===== src/tfl_map.svh =====
// Register offsets, reset values, field positions and bus constants
`ifndef TFL_MAP_SVH
`define TFL_MAP_SVH

// Register offsets
`define TFL_OFS_STATUS1        8'h02
`define TFL_OFS_LOC_HIGH       8'h05
`define TFL_OFS_LOC_LOW        8'h06
`define TFL_OFS_REM_HIGH_UP    8'h07
`define TFL_OFS_REM_LOW_UP     8'h08
`define TFL_OFS_REM_HIGH_LO    8'h13
`define TFL_OFS_REM_LOW_LO     8'h14
`define TFL_OFS_MASK1          8'h16
`define TFL_OFS_REM_OVT        8'h19
`define TFL_OFS_STATUS2        8'h1A
`define TFL_OFS_MASK2          8'h1B
`define TFL_OFS_LOC_OVT        8'h22
`define TFL_OFS_FAN_LIM_LO     8'h48
`define TFL_OFS_FAN_LIM_HI     8'h49

// Reset values
`define TFL_RST_HIGH           8'h55
`define TFL_RST_LOW            8'h00
`define TFL_RST_OVT            8'h60
`define TFL_RST_FAN            8'hFF
`define TFL_RST_MASK           8'h00

// Status register 1 bit positions
`define TFL_ST1_LOCAL          6
`define TFL_ST1_REM_HIGH       4
`define TFL_ST1_REM_LOW        3
`define TFL_ST1_REM_OVT        1
`define TFL_ST1_FAN            0
// Status register 2 bit positions
`define TFL_ST2_LOC_OVT        4

// Status 1 and status 2 bits that may drive the alert line
`define TFL_ST1_ALERTABLE      8'h5B
`define TFL_ST2_ALERTABLE      8'h10

// Serial port slave address, arbitrary value
`define TFL_SMB_ADDR           7'h2A

`endif


===== src/tfl_pkg.sv =====
// Types shared by the limit comparison block
package tfl_pkg;
    typedef enum logic {TFL_CH_LOCAL, TFL_CH_REMOTE} tfl_chan_t;
    typedef enum logic {TFL_RR_REQ, TFL_RR_WAIT} tfl_rr_state_t;
    typedef enum logic [3:0] {
        TFL_SMB_IDLE, TFL_SMB_ADDR, TFL_SMB_ADDR_ACK, TFL_SMB_PTR, TFL_SMB_PTR_ACK,
        TFL_SMB_WDATA, TFL_SMB_WDATA_ACK, TFL_SMB_RDATA, TFL_SMB_RDATA_ACK
    } tfl_smb_state_t;
endpackage


===== src/tfl_reg_if.sv =====
// Register access carrier between serial slave and register file
`timescale 1ns/100ps
interface tfl_reg_if;
    logic       wrStb;
    logic       rdStb;
    logic [7:0] addr;
    logic [7:0] wrData;
    logic [7:0] rdData;
    modport slave (output wrStb, output rdStb, output addr, output wrData, input rdData);
    modport regs  (input wrStb, input rdStb, input addr, input wrData, output rdData);
endinterface


===== src/tfl_limit_compare.sv =====
// Limit comparison, status and alert logic of the temperature and fan monitor
`timescale 1ns/100ps
`include "tfl_map.svh"
module tfl_limit_compare (
    input  wire logic              mclk,
    input  wire logic              rst_b,
    input  wire logic              sclIn,
    input  wire logic              sdaIn,
    output logic                   sdaOut,
    output logic                   sdaOe,
    output logic                   convReq,
    output tfl_pkg::tfl_chan_t     convChannel,
    input  wire logic              convDone,
    input  wire logic [15:0]       convData,
    input  wire logic              tachValid,
    input  wire logic [15:0]       tachCount,
    input  wire logic              fanManual,
    output logic                   alertOut,
    output logic                   alertOe
);
    import tfl_pkg::*;

    tfl_reg_if regBus ();

    tfl_rr_state_t rrState,     next_rrState;
    tfl_chan_t     channel,     next_channel;
    logic          req,         next_req;
    logic [7:0]    locHigh,     next_locHigh;
    logic [7:0]    locLow,      next_locLow;
    logic [7:0]    locOvt,      next_locOvt;
    logic [7:0]    remHighUp,   next_remHighUp;
    logic [7:0]    remHighLo,   next_remHighLo;
    logic [7:0]    remLowUp,    next_remLowUp;
    logic [7:0]    remLowLo,    next_remLowLo;
    logic [7:0]    remOvt,      next_remOvt;
    logic [7:0]    fanLimLo,    next_fanLimLo;
    logic [7:0]    fanLimHi,    next_fanLimHi;
    logic [7:0]    mask1,       next_mask1;
    logic [7:0]    mask2,       next_mask2;
    logic [7:0]    cond1,       next_cond1;
    logic [7:0]    cond2,       next_cond2;
    logic [7:0]    sticky1,     next_sticky1;
    logic          next_alert;
    logic          status1Read;
    logic [7:0]    readMux;

    // Strict greater-than test for high limits
    function automatic logic overHigh(input logic [15:0] value, input logic [15:0] limit);
        return value > limit;
    endfunction

    // At-or-below test for low limits
    function automatic logic atOrBelowLow(input logic [15:0] value,
                                          input logic [15:0] limit);
        return value <= limit;
    endfunction

    // Serial slave front end
    tfl_smb_slave u_smb (
        .mclk   (mclk),
        .rst_b  (rst_b),
        .sclIn  (sclIn),
        .sdaIn  (sdaIn),
        .sdaOut (sdaOut),
        .sdaOe  (sdaOe),
        .bus    (regBus)
    );

    always_comb begin
        next_rrState = rrState;
        next_channel = channel;
        next_req     = req;
        unique case (rrState)
            TFL_RR_REQ: begin
                next_req     = 1'b1;
                next_rrState = TFL_RR_WAIT;
            end
            TFL_RR_WAIT: begin
                if (convDone) begin
                    next_req     = 1'b0;
                    next_rrState = TFL_RR_REQ;
                    next_channel = (channel == TFL_CH_LOCAL) ? TFL_CH_REMOTE : TFL_CH_LOCAL;
                end
            end
        endcase
    end

    always_ff @(posedge mclk or negedge rst_b) begin
        if (!rst_b) begin
            rrState <= TFL_RR_REQ;
            channel <= TFL_CH_LOCAL;
            req     <= 1'b0;
        end else begin
            rrState <= next_rrState;
            channel <= next_channel;
            req     <= next_req;
        end
    end

    assign convReq     = req;
    assign convChannel = channel;

    // Register writes from the serial port
    always_comb begin
        next_locHigh   = locHigh;
        next_locLow    = locLow;
        next_locOvt    = locOvt;
        next_remHighUp = remHighUp;
        next_remHighLo = remHighLo;
        next_remLowUp  = remLowUp;
        next_remLowLo  = remLowLo;
        next_remOvt    = remOvt;
        next_fanLimLo  = fanLimLo;
        next_fanLimHi  = fanLimHi;
        next_mask1     = mask1;
        next_mask2     = mask2;
        if (regBus.wrStb) begin
            case (regBus.addr)
                `TFL_OFS_LOC_HIGH:    next_locHigh   = regBus.wrData;
                `TFL_OFS_LOC_LOW:     next_locLow    = regBus.wrData;
                `TFL_OFS_LOC_OVT:     next_locOvt    = regBus.wrData;
                `TFL_OFS_REM_HIGH_UP: next_remHighUp = regBus.wrData;
                `TFL_OFS_REM_HIGH_LO: next_remHighLo = regBus.wrData;
                `TFL_OFS_REM_LOW_UP:  next_remLowUp  = regBus.wrData;
                `TFL_OFS_REM_LOW_LO:  next_remLowLo  = regBus.wrData;
                `TFL_OFS_REM_OVT:     next_remOvt    = regBus.wrData;
                `TFL_OFS_FAN_LIM_LO:  next_fanLimLo  = regBus.wrData;
                `TFL_OFS_FAN_LIM_HI:  next_fanLimHi  = regBus.wrData;
                `TFL_OFS_MASK1:       next_mask1     = regBus.wrData;
                `TFL_OFS_MASK2:       next_mask2     = regBus.wrData;
                default:              next_mask2     = mask2;
            endcase
        end
    end

    always_ff @(posedge mclk or negedge rst_b) begin
        if (!rst_b) begin
            locHigh   <= `TFL_RST_HIGH;
            locLow    <= `TFL_RST_LOW;
            locOvt    <= `TFL_RST_OVT;
            remHighUp <= `TFL_RST_HIGH;
            remHighLo <= `TFL_RST_HIGH;
            remLowUp  <= `TFL_RST_LOW;
            remLowLo  <= `TFL_RST_LOW;
            remOvt    <= `TFL_RST_OVT;
            fanLimLo  <= `TFL_RST_FAN;
            fanLimHi  <= `TFL_RST_FAN;
            mask1     <= `TFL_RST_MASK;
            mask2     <= `TFL_RST_MASK;
        end else begin
            locHigh   <= next_locHigh;
            locLow    <= next_locLow;
            locOvt    <= next_locOvt;
            remHighUp <= next_remHighUp;
            remHighLo <= next_remHighLo;
            remLowUp  <= next_remLowUp;
            remLowLo  <= next_remLowLo;
            remOvt    <= next_remOvt;
            fanLimLo  <= next_fanLimLo;
            fanLimHi  <= next_fanLimHi;
            mask1     <= next_mask1;
            mask2     <= next_mask2;
        end
    end

    // Live conditions, refreshed by each finished comparison
    always_comb begin
        next_cond1 = cond1;
        next_cond2 = cond2;
        if (convDone && rrState == TFL_RR_WAIT) begin
            if (channel == TFL_CH_LOCAL) begin
                next_cond1[`TFL_ST1_LOCAL] =
                    overHigh({8'h00, convData[15:8]}, {8'h00, locHigh})
                    | atOrBelowLow({8'h00, convData[15:8]}, {8'h00, locLow});
                next_cond2[`TFL_ST2_LOC_OVT] =
                    overHigh({8'h00, convData[15:8]}, {8'h00, locOvt});
            end else begin
                // remote window on joined limit bytes
                next_cond1[`TFL_ST1_REM_HIGH] = overHigh(convData, {remHighUp, remHighLo});
                next_cond1[`TFL_ST1_REM_LOW]  = atOrBelowLow(convData, {remLowUp, remLowLo});
                next_cond1[`TFL_ST1_REM_OVT]  =
                    overHigh({8'h00, convData[15:8]}, {8'h00, remOvt});
            end
        end
        // tach check on its own strobe, manual mode only
        if (tachValid) begin
            next_cond1[`TFL_ST1_FAN] = fanManual & ~(tachCount < {fanLimHi, fanLimLo});
        end else if (!fanManual) begin
            next_cond1[`TFL_ST1_FAN] = 1'b0;
        end
    end

    always_ff @(posedge mclk or negedge rst_b) begin
        if (!rst_b) begin
            cond1 <= 8'h00;
            cond2 <= 8'h00;
        end else begin
            cond1 <= next_cond1;
            cond2 <= next_cond2;
        end
    end

    assign status1Read = regBus.rdStb && regBus.addr == `TFL_OFS_STATUS1;

    // sticky bits, a set always wins over the read clear
    for (genvar i = 0; i < 8; i++) begin : g_sticky
        always_comb begin
            next_sticky1[i] = next_cond1[i] | (sticky1[i] & ~(status1Read & ~cond1[i]));
        end
    end

    always_ff @(posedge mclk or negedge rst_b) begin
        if (!rst_b) begin
            sticky1 <= 8'h00;
        end else begin
            sticky1 <= next_sticky1;
        end
    end

    // unmasked status drives the shared alert line low
    always_comb begin
        next_alert = |(next_sticky1 & ~mask1 & `TFL_ST1_ALERTABLE)
                     | |(next_cond2 & ~mask2 & `TFL_ST2_ALERTABLE);
    end

    always_ff @(posedge mclk or negedge rst_b) begin
        if (!rst_b) begin
            alertOut <= 1'b0;
            alertOe  <= 1'b0;
        end else begin
            alertOut <= 1'b0;
            alertOe  <= next_alert;
        end
    end

    // read-back mux, unmapped offsets read zero
    always_comb begin
        case (regBus.addr)
            `TFL_OFS_STATUS1:     readMux = sticky1;
            `TFL_OFS_STATUS2:     readMux = cond2;
            `TFL_OFS_LOC_HIGH:    readMux = locHigh;
            `TFL_OFS_LOC_LOW:     readMux = locLow;
            `TFL_OFS_LOC_OVT:     readMux = locOvt;
            `TFL_OFS_REM_HIGH_UP: readMux = remHighUp;
            `TFL_OFS_REM_HIGH_LO: readMux = remHighLo;
            `TFL_OFS_REM_LOW_UP:  readMux = remLowUp;
            `TFL_OFS_REM_LOW_LO:  readMux = remLowLo;
            `TFL_OFS_REM_OVT:     readMux = remOvt;
            `TFL_OFS_FAN_LIM_LO:  readMux = fanLimLo;
            `TFL_OFS_FAN_LIM_HI:  readMux = fanLimHi;
            `TFL_OFS_MASK1:       readMux = mask1;
            `TFL_OFS_MASK2:       readMux = mask2;
            default:              readMux = 8'h00;
        endcase
    end

    assign regBus.rdData = readMux;
endmodule // tfl_limit_compare


===== src/tfl_smb_slave.sv =====
// Serial bus slave giving byte access to the register file
`timescale 1ns/100ps
`include "tfl_map.svh"
module tfl_smb_slave (
    input  wire logic mclk,
    input  wire logic rst_b,
    input  wire logic sclIn,
    input  wire logic sdaIn,
    output logic      sdaOut,
    output logic      sdaOe,
    tfl_reg_if.slave  bus
);
    import tfl_pkg::*;

    tfl_smb_state_t state,    next_state;
    logic [2:0]     bitCnt,   next_bitCnt;
    logic           full,     next_full;
    logic [7:0]     shiftReg, next_shiftReg;
    logic [7:0]     pointer,  next_pointer;
    logic           drive,    next_drive;
    logic           wrStb,    next_wrStb;
    logic           rdStb,    next_rdStb;
    logic           sclPrev;
    logic           sdaPrev;
    logic           startSeen;
    logic           stopSeen;
    logic           sclRise;
    logic           sclFall;

    // Bus conditions from the previous samples
    assign startSeen = sclIn & sclPrev & sdaPrev & ~sdaIn;
    assign stopSeen  = sclIn & sclPrev & ~sdaPrev & sdaIn;
    assign sclRise   = sclIn & ~sclPrev;
    assign sclFall   = ~sclIn & sclPrev;

    assign bus.wrStb  = wrStb;
    assign bus.rdStb  = rdStb;
    assign bus.addr   = pointer;
    assign bus.wrData = shiftReg;

    // Byte framing, acknowledge and pointer handling
    always_comb begin
        next_state    = state;
        next_bitCnt   = bitCnt;
        next_full     = full;
        next_shiftReg = shiftReg;
        next_pointer  = pointer;
        next_drive    = drive;
        next_wrStb    = 1'b0;
        next_rdStb    = 1'b0;
        if (startSeen) begin
            next_state  = TFL_SMB_ADDR;
            next_bitCnt = 3'h0;
            next_full   = 1'b0;
            next_drive  = 1'b0;
        end else if (stopSeen) begin
            next_state = TFL_SMB_IDLE;
            next_drive = 1'b0;
        end else begin
            unique case (state)
                TFL_SMB_IDLE: begin
                    next_drive = 1'b0;
                end
                TFL_SMB_ADDR, TFL_SMB_PTR, TFL_SMB_WDATA: begin
                    if (sclRise) begin
                        next_shiftReg = {shiftReg[6:0], sdaIn};
                        next_bitCnt   = bitCnt + 3'h1;
                        next_full     = (bitCnt == 3'h7);
                    end
                    // Byte complete only at the clock fall after its eighth bit
                    if (sclFall && full) begin
                        next_full = 1'b0;
                        if (state == TFL_SMB_ADDR) begin
                            // Only our own address is acknowledged
                            next_state = (shiftReg[7:1] == `TFL_SMB_ADDR)
                                         ? TFL_SMB_ADDR_ACK : TFL_SMB_IDLE;
                            next_drive = (shiftReg[7:1] == `TFL_SMB_ADDR);
                        end else if (state == TFL_SMB_PTR) begin
                            next_state   = TFL_SMB_PTR_ACK;
                            next_pointer = shiftReg;
                            next_drive   = 1'b1;
                        end else begin
                            next_state = TFL_SMB_WDATA_ACK;
                            next_wrStb = 1'b1;
                            next_drive = 1'b1;
                        end
                    end
                end
                TFL_SMB_ADDR_ACK: begin
                    if (sclFall) begin
                        if (shiftReg[0]) begin
                            // Read: fetch byte at pointer and drive its first bit
                            next_state    = TFL_SMB_RDATA;
                            next_shiftReg = bus.rdData;
                            next_rdStb    = 1'b1;
                            next_drive    = ~bus.rdData[7];
                        end else begin
                            next_state = TFL_SMB_PTR;
                            next_drive = 1'b0;
                        end
                    end
                end
                TFL_SMB_PTR_ACK: begin
                    if (sclFall) begin
                        next_state = TFL_SMB_WDATA;
                        next_drive = 1'b0;
                    end
                end
                TFL_SMB_WDATA_ACK: begin
                    if (sclFall) begin
                        next_state   = TFL_SMB_WDATA;
                        next_pointer = pointer + 8'h01;
                        next_drive   = 1'b0;
                    end
                end
                TFL_SMB_RDATA: begin
                    if (sclFall) begin
                        next_bitCnt   = bitCnt + 3'h1;
                        next_shiftReg = {shiftReg[6:0], 1'b0};
                        next_drive    = (bitCnt == 3'h7) ? 1'b0 : ~shiftReg[6];
                        if (bitCnt == 3'h7) begin
                            next_state   = TFL_SMB_RDATA_ACK;
                            next_pointer = pointer + 8'h01;
                        end
                    end
                end
                TFL_SMB_RDATA_ACK: begin
                    // Master acknowledge continues, no acknowledge ends the read
                    if (sclRise && sdaIn) begin
                        next_state = TFL_SMB_IDLE;
                    end else if (sclFall) begin
                        next_state    = TFL_SMB_RDATA;
                        next_shiftReg = bus.rdData;
                        next_rdStb    = 1'b1;
                        next_drive    = ~bus.rdData[7];
                    end
                end
                default: begin
                    next_state = TFL_SMB_IDLE;
                    next_drive = 1'b0;
                end
            endcase
        end
    end

    // State registers
    always_ff @(posedge mclk or negedge rst_b) begin
        if (!rst_b) begin
            state    <= TFL_SMB_IDLE;
            bitCnt   <= 3'h0;
            full     <= 1'b0;
            shiftReg <= 8'h00;
            pointer  <= 8'h00;
            drive    <= 1'b0;
            wrStb    <= 1'b0;
            rdStb    <= 1'b0;
            sclPrev  <= 1'b1;
            sdaPrev  <= 1'b1;
            sdaOut   <= 1'b0;
            sdaOe    <= 1'b0;
        end else begin
            state    <= next_state;
            bitCnt   <= next_bitCnt;
            full     <= next_full;
            shiftReg <= next_shiftReg;
            pointer  <= next_pointer;
            drive    <= next_drive;
            wrStb    <= next_wrStb;
            rdStb    <= next_rdStb;
            sclPrev  <= sclIn;
            sdaPrev  <= sdaIn;
            sdaOut   <= 1'b0;
            sdaOe    <= next_drive;
        end
    end
endmodule // tfl_smb_slave

===== config.mk =====
export PLATFORM = sky130hd
export DESIGN_NAME = tfl_limit_compare
export DESIGN_NICKNAME = d
export VERILOG_FILES = /design/src/tfl_pkg.sv /design/src/tfl_reg_if.sv /design/src/tfl_limit_compare.sv /design/src/tfl_smb_slave.sv
export VERILOG_INCLUDE_DIRS = /design/src
export SDC_FILE = /design/constraint.sdc
export NUM_CORES = 1
export LEC_CHECK = 0
export ABC_AREA = 1
export BUFFER_PORTS_ARGS = -buffer_cell sky130_fd_sc_hd__buf_2
export CAP_MARGIN = 20
export CORE_MARGIN = 1.5
export CORE_UTILIZATION = 65
export CTS_CLUSTER_SIZE = 12
export DETAILED_ROUTE_END_ITERATION = 7
export PLACE_DENSITY = 0.84
export SETUP_SLACK_MARGIN = 0.05
export SLEW_MARGIN = 15
export SYNTH_ARGS = -nofsm -noshare
export SYNTH_HDL_FRONTEND = slang
export SYNTH_SLANG_ARGS = --single-unit

===== constraint.sdc =====
create_clock -name mclk -period 4.7 [get_ports mclk]
set_input_delay 0.235 -clock mclk [delete_from_list [all_inputs] [get_ports mclk]]
set_output_delay 0.235 -clock mclk [all_outputs]
set_load 0.02 [all_outputs]

* After elaboration in Yosys (flattened, before gate mapping)
Index checks and enable logic that the tools add are counted.
Widths: inputs -> output; s select.
** Word-level totals
- Register bits after elaboration :: 143
- Input port bits :: 39
- Output and inout port bits :: 6
- Word-level logic and storage cells :: 252
** Operators by class
- Add/sub/neg operators :: 2
- Magnitude comparators :: 7
- Eq/ne operators :: 48
- Muxes and demuxes :: 79
- Bitwise gates (word level) :: 53
- Reduce and logical (&&, ||, !) cells :: 33
** Operators by type and width (count)
- $pmux 8 s14 :: 1
- $mux 8 :: 12
- $eq 8x5->1 const B :: 6
- $mux 4 :: 10
- $mux 1 :: 39
- $pmux 8 s4 :: 1
- $reduce_and 2->1 :: 13
- $eq 8x3->1 const B :: 3
- $gt 8x8->1 :: 3
- $ne 4x1->1 const B :: 6
- $pmux 4 s6 :: 1
- $pmux 8 s3 :: 1
- $and 1x1->1 :: 21
- $not 1->1 :: 21
- $ne 2x1->1 const B :: 10
- $reduce_and 9->1 :: 2
- $eq 4x3->1 const B :: 4
- $eq 8x7->1 const B :: 2
- $gt 16x16->1 :: 1
- $le 16x16->1 :: 1
- $lt 16x16->1 :: 1
- $mux 3 :: 5
- $ne 3x1->1 const B :: 3
- $reduce_bool 3->1 :: 3
- other kinds (35) :: 52

* Depth between registers and ports, before layout
- Word-level depth :: 9
- Mapped depth :: 17

* Modules after synthesis
A second synthesis with hierarchy kept.
** Unflattened totals
- Cells, all modules :: 1190
- Area, all modules :: 9138.8 um^2
** By module, submodules not included
- tfl_limit_compare :: instances 1, cells each 907, area an instance 7189.4 um^2, seq. area each 2892.8 um^2
- tfl_smb_slave :: instances 1, cells each 283, area an instance 1949.4 um^2, seq. area each 728.2 um^2

* Worst setup path after synthesis
OpenSTA, ideal clock, no wires.
- Path type :: register -> register
- Start point :: register u_smb.pointer[1] (netlist: u_smb.bus.addr[1])
- End point :: register u_smb.shiftReg[1] (netlist: u_smb.bus.wrData[1])
- Data arrival time :: 1.608 ns
- Path slack :: 3.015 ns
- Cell stages (with the launch flop) :: 13
- Clock period less this slack :: 1.685 ns
- Cell sequence :: dfrtp_1 > inv_1 > ha_1 > inv_1 > nor2_2 > nand2_1 > nand2_1 > nor2_1 > nand3_1 > nor2_1 > nor2_4 > nand2_1 > a21boi_1
** Between the ends
- Cells in the longest elaborated chain, start to end :: 5
- Elaborated cells between the ends (all ways) :: 20
- Those cells by class :: eq/ne: 14; mux: 6
** Ends and longest elaborated chain
- start: declaration :: line tfl_smb_slave.sv:19 : logic [7:0] pointer, next_pointer;
- start signal: assignment :: line tfl_smb_slave.sv:166 : pointer <= next_pointer;
- $eq 8x5->1 (tied with other cells) :: line tfl_limit_compare.sv:238 : case (regBus.addr)
- $pmux 8 s14 * :: line tfl_limit_compare.sv:238
- $mux 8, on equally long branches :: line tfl_smb_slave.sv:131, tfl_smb_slave.sv:91
- $mux 8, on equally long branches :: line tfl_smb_slave.sv:129, tfl_smb_slave.sv:90
- $pmux 8 s4 * :: line tfl_smb_slave.sv:60 : unique case (state)
- end signal: assignment :: line tfl_smb_slave.sv:165 : shiftReg <= next_shiftReg;
- end: declaration :: line tfl_smb_slave.sv:18 : logic [7:0] shiftReg, next_shiftReg;
Mark *: on every way between the ends. The rest lies on a longest branch, timed or not. The select of a mux whose other input is x is not followed.
A chain may end at the register's enable or synchronous reset.

* Final worst setup path
Ends and elaborated chain as after synthesis.

==> flow_summary.yaml <==
layout:
  drive_above_1_share_pct: 11.91
  final_common_cell: "nand2_1"
  multi_input_area_um2: 4616
  seq_area_um2: 3621
  layout_common_cells: "nand2_1 (356), inv_1 (163), o21ai_0 (128)"
  nFillCells: 1010
  antenna-diode-count: 0
  area_delta_synth_final_pct: 11.18
  layout.nets: 1362
global_route:
  grt_use_total_pct: 35.31
  grt_pass1_wl_mm: 39.39
  grt_max_degree: 108
  grt_pass1_vias: 7979
  grt_overflow_total: 0
  antenna_found_initial: 0
sta:
  worst_slew_pin_slew_ps: 975.0
  setup_ws_ps: 2549
  period_share_pct: 45.76
  fmax_mhz: 465.0
  skew_ps: 9.906
  hold_violations: 0
  rsz0062_at_grt: "no"
  maxSlewViolCount: 0
  fin_tns_setup_ps: 0
  min_period_ps: 2151
  setup_violations: 0
  slew_headroom_pct: 35.00
clocking:
  post_cts_resized: 0
  cts_made_buffers: 17
  cts_tree: "yes"
  cts_hold_buf: 3
  insertion_delay_ps: 440
  cts_buffer_depth: 2
  clk_pin_slew_ps: 60
  htreeDepth: 4
  clkSinkCount: 143
  post_cts.repair.setup_buffers: 0
  cts-root-buf: "clkbuf_16"
die:
  coreArea_um2: 13400
  die_area_um2: 14580
  fp-row-count: 42
  die_w_um: 120.7
  boundaryPins: 45
  fp.dieH_um: 120.7
  initial_core_util_pct: 67.24
logic_synthesis:
  syn_area_per_cell_um2: 7.515
  synth_edf_count: 0
  ys.flop_type: "dfrtp_1"
  ys_warn_count: 0
  async_flop_share_pct: 100.0
  synth_seq_cells: 143
  syn-instance-count: 1199
  ys_types: 43
  synth-seq-area-share_pct: 40.19
  syn_area_um2: 9010
route:
  ant_nets: 0
  via_count: 8308
  viasPerCell: 5.822
  dr.pass1.iters: 5
  drt_iter0_markers: 754
  drt-total-wl_mm: 24.45
  drc: 0
  wl_per_cell_um: 17.13
critical_path:
  cp_max_fo: 9
  required_ps: 5060
  critPathArrivalTime_ps: 2510
  critPathKind: "reg -> reg"
  cp-end-kind: "flop"
  crit_path_start_kind: "flop"
outcome:
  status: "completed"
placement:
  pre_cts_ws_ps: 2648
  dp_hpwl_mm: 17.50
  io_buffers: 42
  gp_congestion: 0.9720
pwr:
  peakVddDrop_v: 0.0003257
  p_leak_nw: 4.709
  p_per_area_nw_per_um2: 410.1
run:
  drv_cap: 0
min_path:
  hp-class: "in -> reg"
## through the flow
stage / hold WS, ps / std cells / instance area, um2 / power, mW / utilization (%)
6_report: 26.64 / 1427 / 10020 / 4.108 / 74.75
5_1_grt: 36.23 / 1427 / 10020 / 4.285 / 74.75
4_1_cts: 29.45 / 1427 / 10020 / 4.073 / 74.75
3_5_place_dp: 367.2 / 1392 / 9330 / 2.562 / 69.63
3_3_place_gp: 363.8 / 1392 / 9330 / 2.547 / 69.63
2_1_floorplan: -60.59 / 1200 / 9014 / 2.236 / -
## area by class of cell
cell class,instances,share of cell area [%]
clock buffer,17,4.247
clock inverter,15,2.311
inverter,173,6.483
multi-input combinational,857,46.08
sequential,143,36.15
tap,176,2.198
timing repair buffer,46,2.536
## routing by layer
layer / vias to the layer above / wire [um] / global-route usage [%]
li1: 3937 / - / -
met2: 413 / 11080 / 55.47
met4: 0 / 882 / 16.10
met1: 3879 / 10290 / 47.19
met3: 79 / 2201 / 7.311
met5: - / 0 / 0
## power by group
group | switching [mW] | total (mW) | leakage (nW) | internal, mW
sequential | 0.137 | 1.49 | 1.77 | 1.35
clock | 0.568 | 1.52 | 0.315 | 0.949
combinational | 0.796 | 1.10 | 2.63 | 0.308
## synthesized netlist by cell type (2+ instances only)
| cell | n | share of area, % |
|---|---|---|
| nand4_1 | 25 | 1.7 |
| o21ai_0 | 128 | 7.1 |
| nor2_2 | 8 | 0.56 |
| a21oi_1 | 41 | 2.3 |
| a31oi_1 | 2 | 0.14 |
| o31ai_1 | 2 | 0.17 |
| dfstp_2 | 34 | 9.9 |
| nor3_1 | 12 | 0.67 |
| a21o_1 | 2 | 0.17 |
| o21ai_1 | 3 | 0.17 |
| nor3b_1 | 2 | 0.17 |
| nand2_2 | 8 | 0.56 |
| buf_2 | 6 | 0.33 |
| nand2_1 | 356 | 15 |
| o21bai_1 | 3 | 0.25 |
| inv_2 | 10 | 0.42 |
| ha_1 | 85 | 12 |
| inv_1 | 163 | 6.8 |
| a22o_1 | 2 | 0.19 |
| nand3_1 | 42 | 2.3 |
| clkbuf_1 | 17 | 0.71 |
| nor2_1 | 89 | 3.7 |
| xor2_1 | 3 | 0.29 |
| buf_4 | 3 | 0.25 |
| o211ai_1 | 3 | 0.25 |
| nor3_4 | 2 | 0.36 |
| o22ai_1 | 9 | 0.62 |
| o21a_1 | 5 | 0.42 |
| dfrtp_1 | 109 | 30 |
| nor2_4 | 6 | 0.75 |
| a21boi_1 | 7 | 0.58 |
## kinds of logic after synthesis
kind of cell / synth area share (%)
AOI/OAI and AO/OA: 12.62
DFF: 40.19
other: 0.04162
buffers and inverters: 8.624
xor gates and xnor gates: 0.2917
adders and majority gates: 11.80
and+or+nand+nor: 26.43
## final timing paths
check | slack (ps) | from | end | depth (start not counted)
setup / recovery | 2550 | u_smb.bus.addr[1] | u_smb.bus.wrData[1] | 12
hold / removal | 30 | convDone | rrState | 2
setup reg to reg | 2550 | u_smb.bus.addr[1] | u_smb.bus.wrData[1] | 12
max in group asynchronous | 3120 | rst_b | fanLimHi[7] | 3
min in group asynchronous | 510 | rst_b | locOvt[2] | 2
hold reg to reg | 480 | locLow[3] | locLow[3] | 2
## worst max-delay path: stages (launching register included)
cell      delay [ps]
dfrtp_1          420
inv_1            110
ha_1             200
inv_1            100
nor2_2           360
nand2_1          160
nand2_1          110
nor2_1            50
nand3_1           70
nor2_1            80
nor2_4           180
nand2_1           80
a21boi_1         150
(Power assumes the default switching activity.)
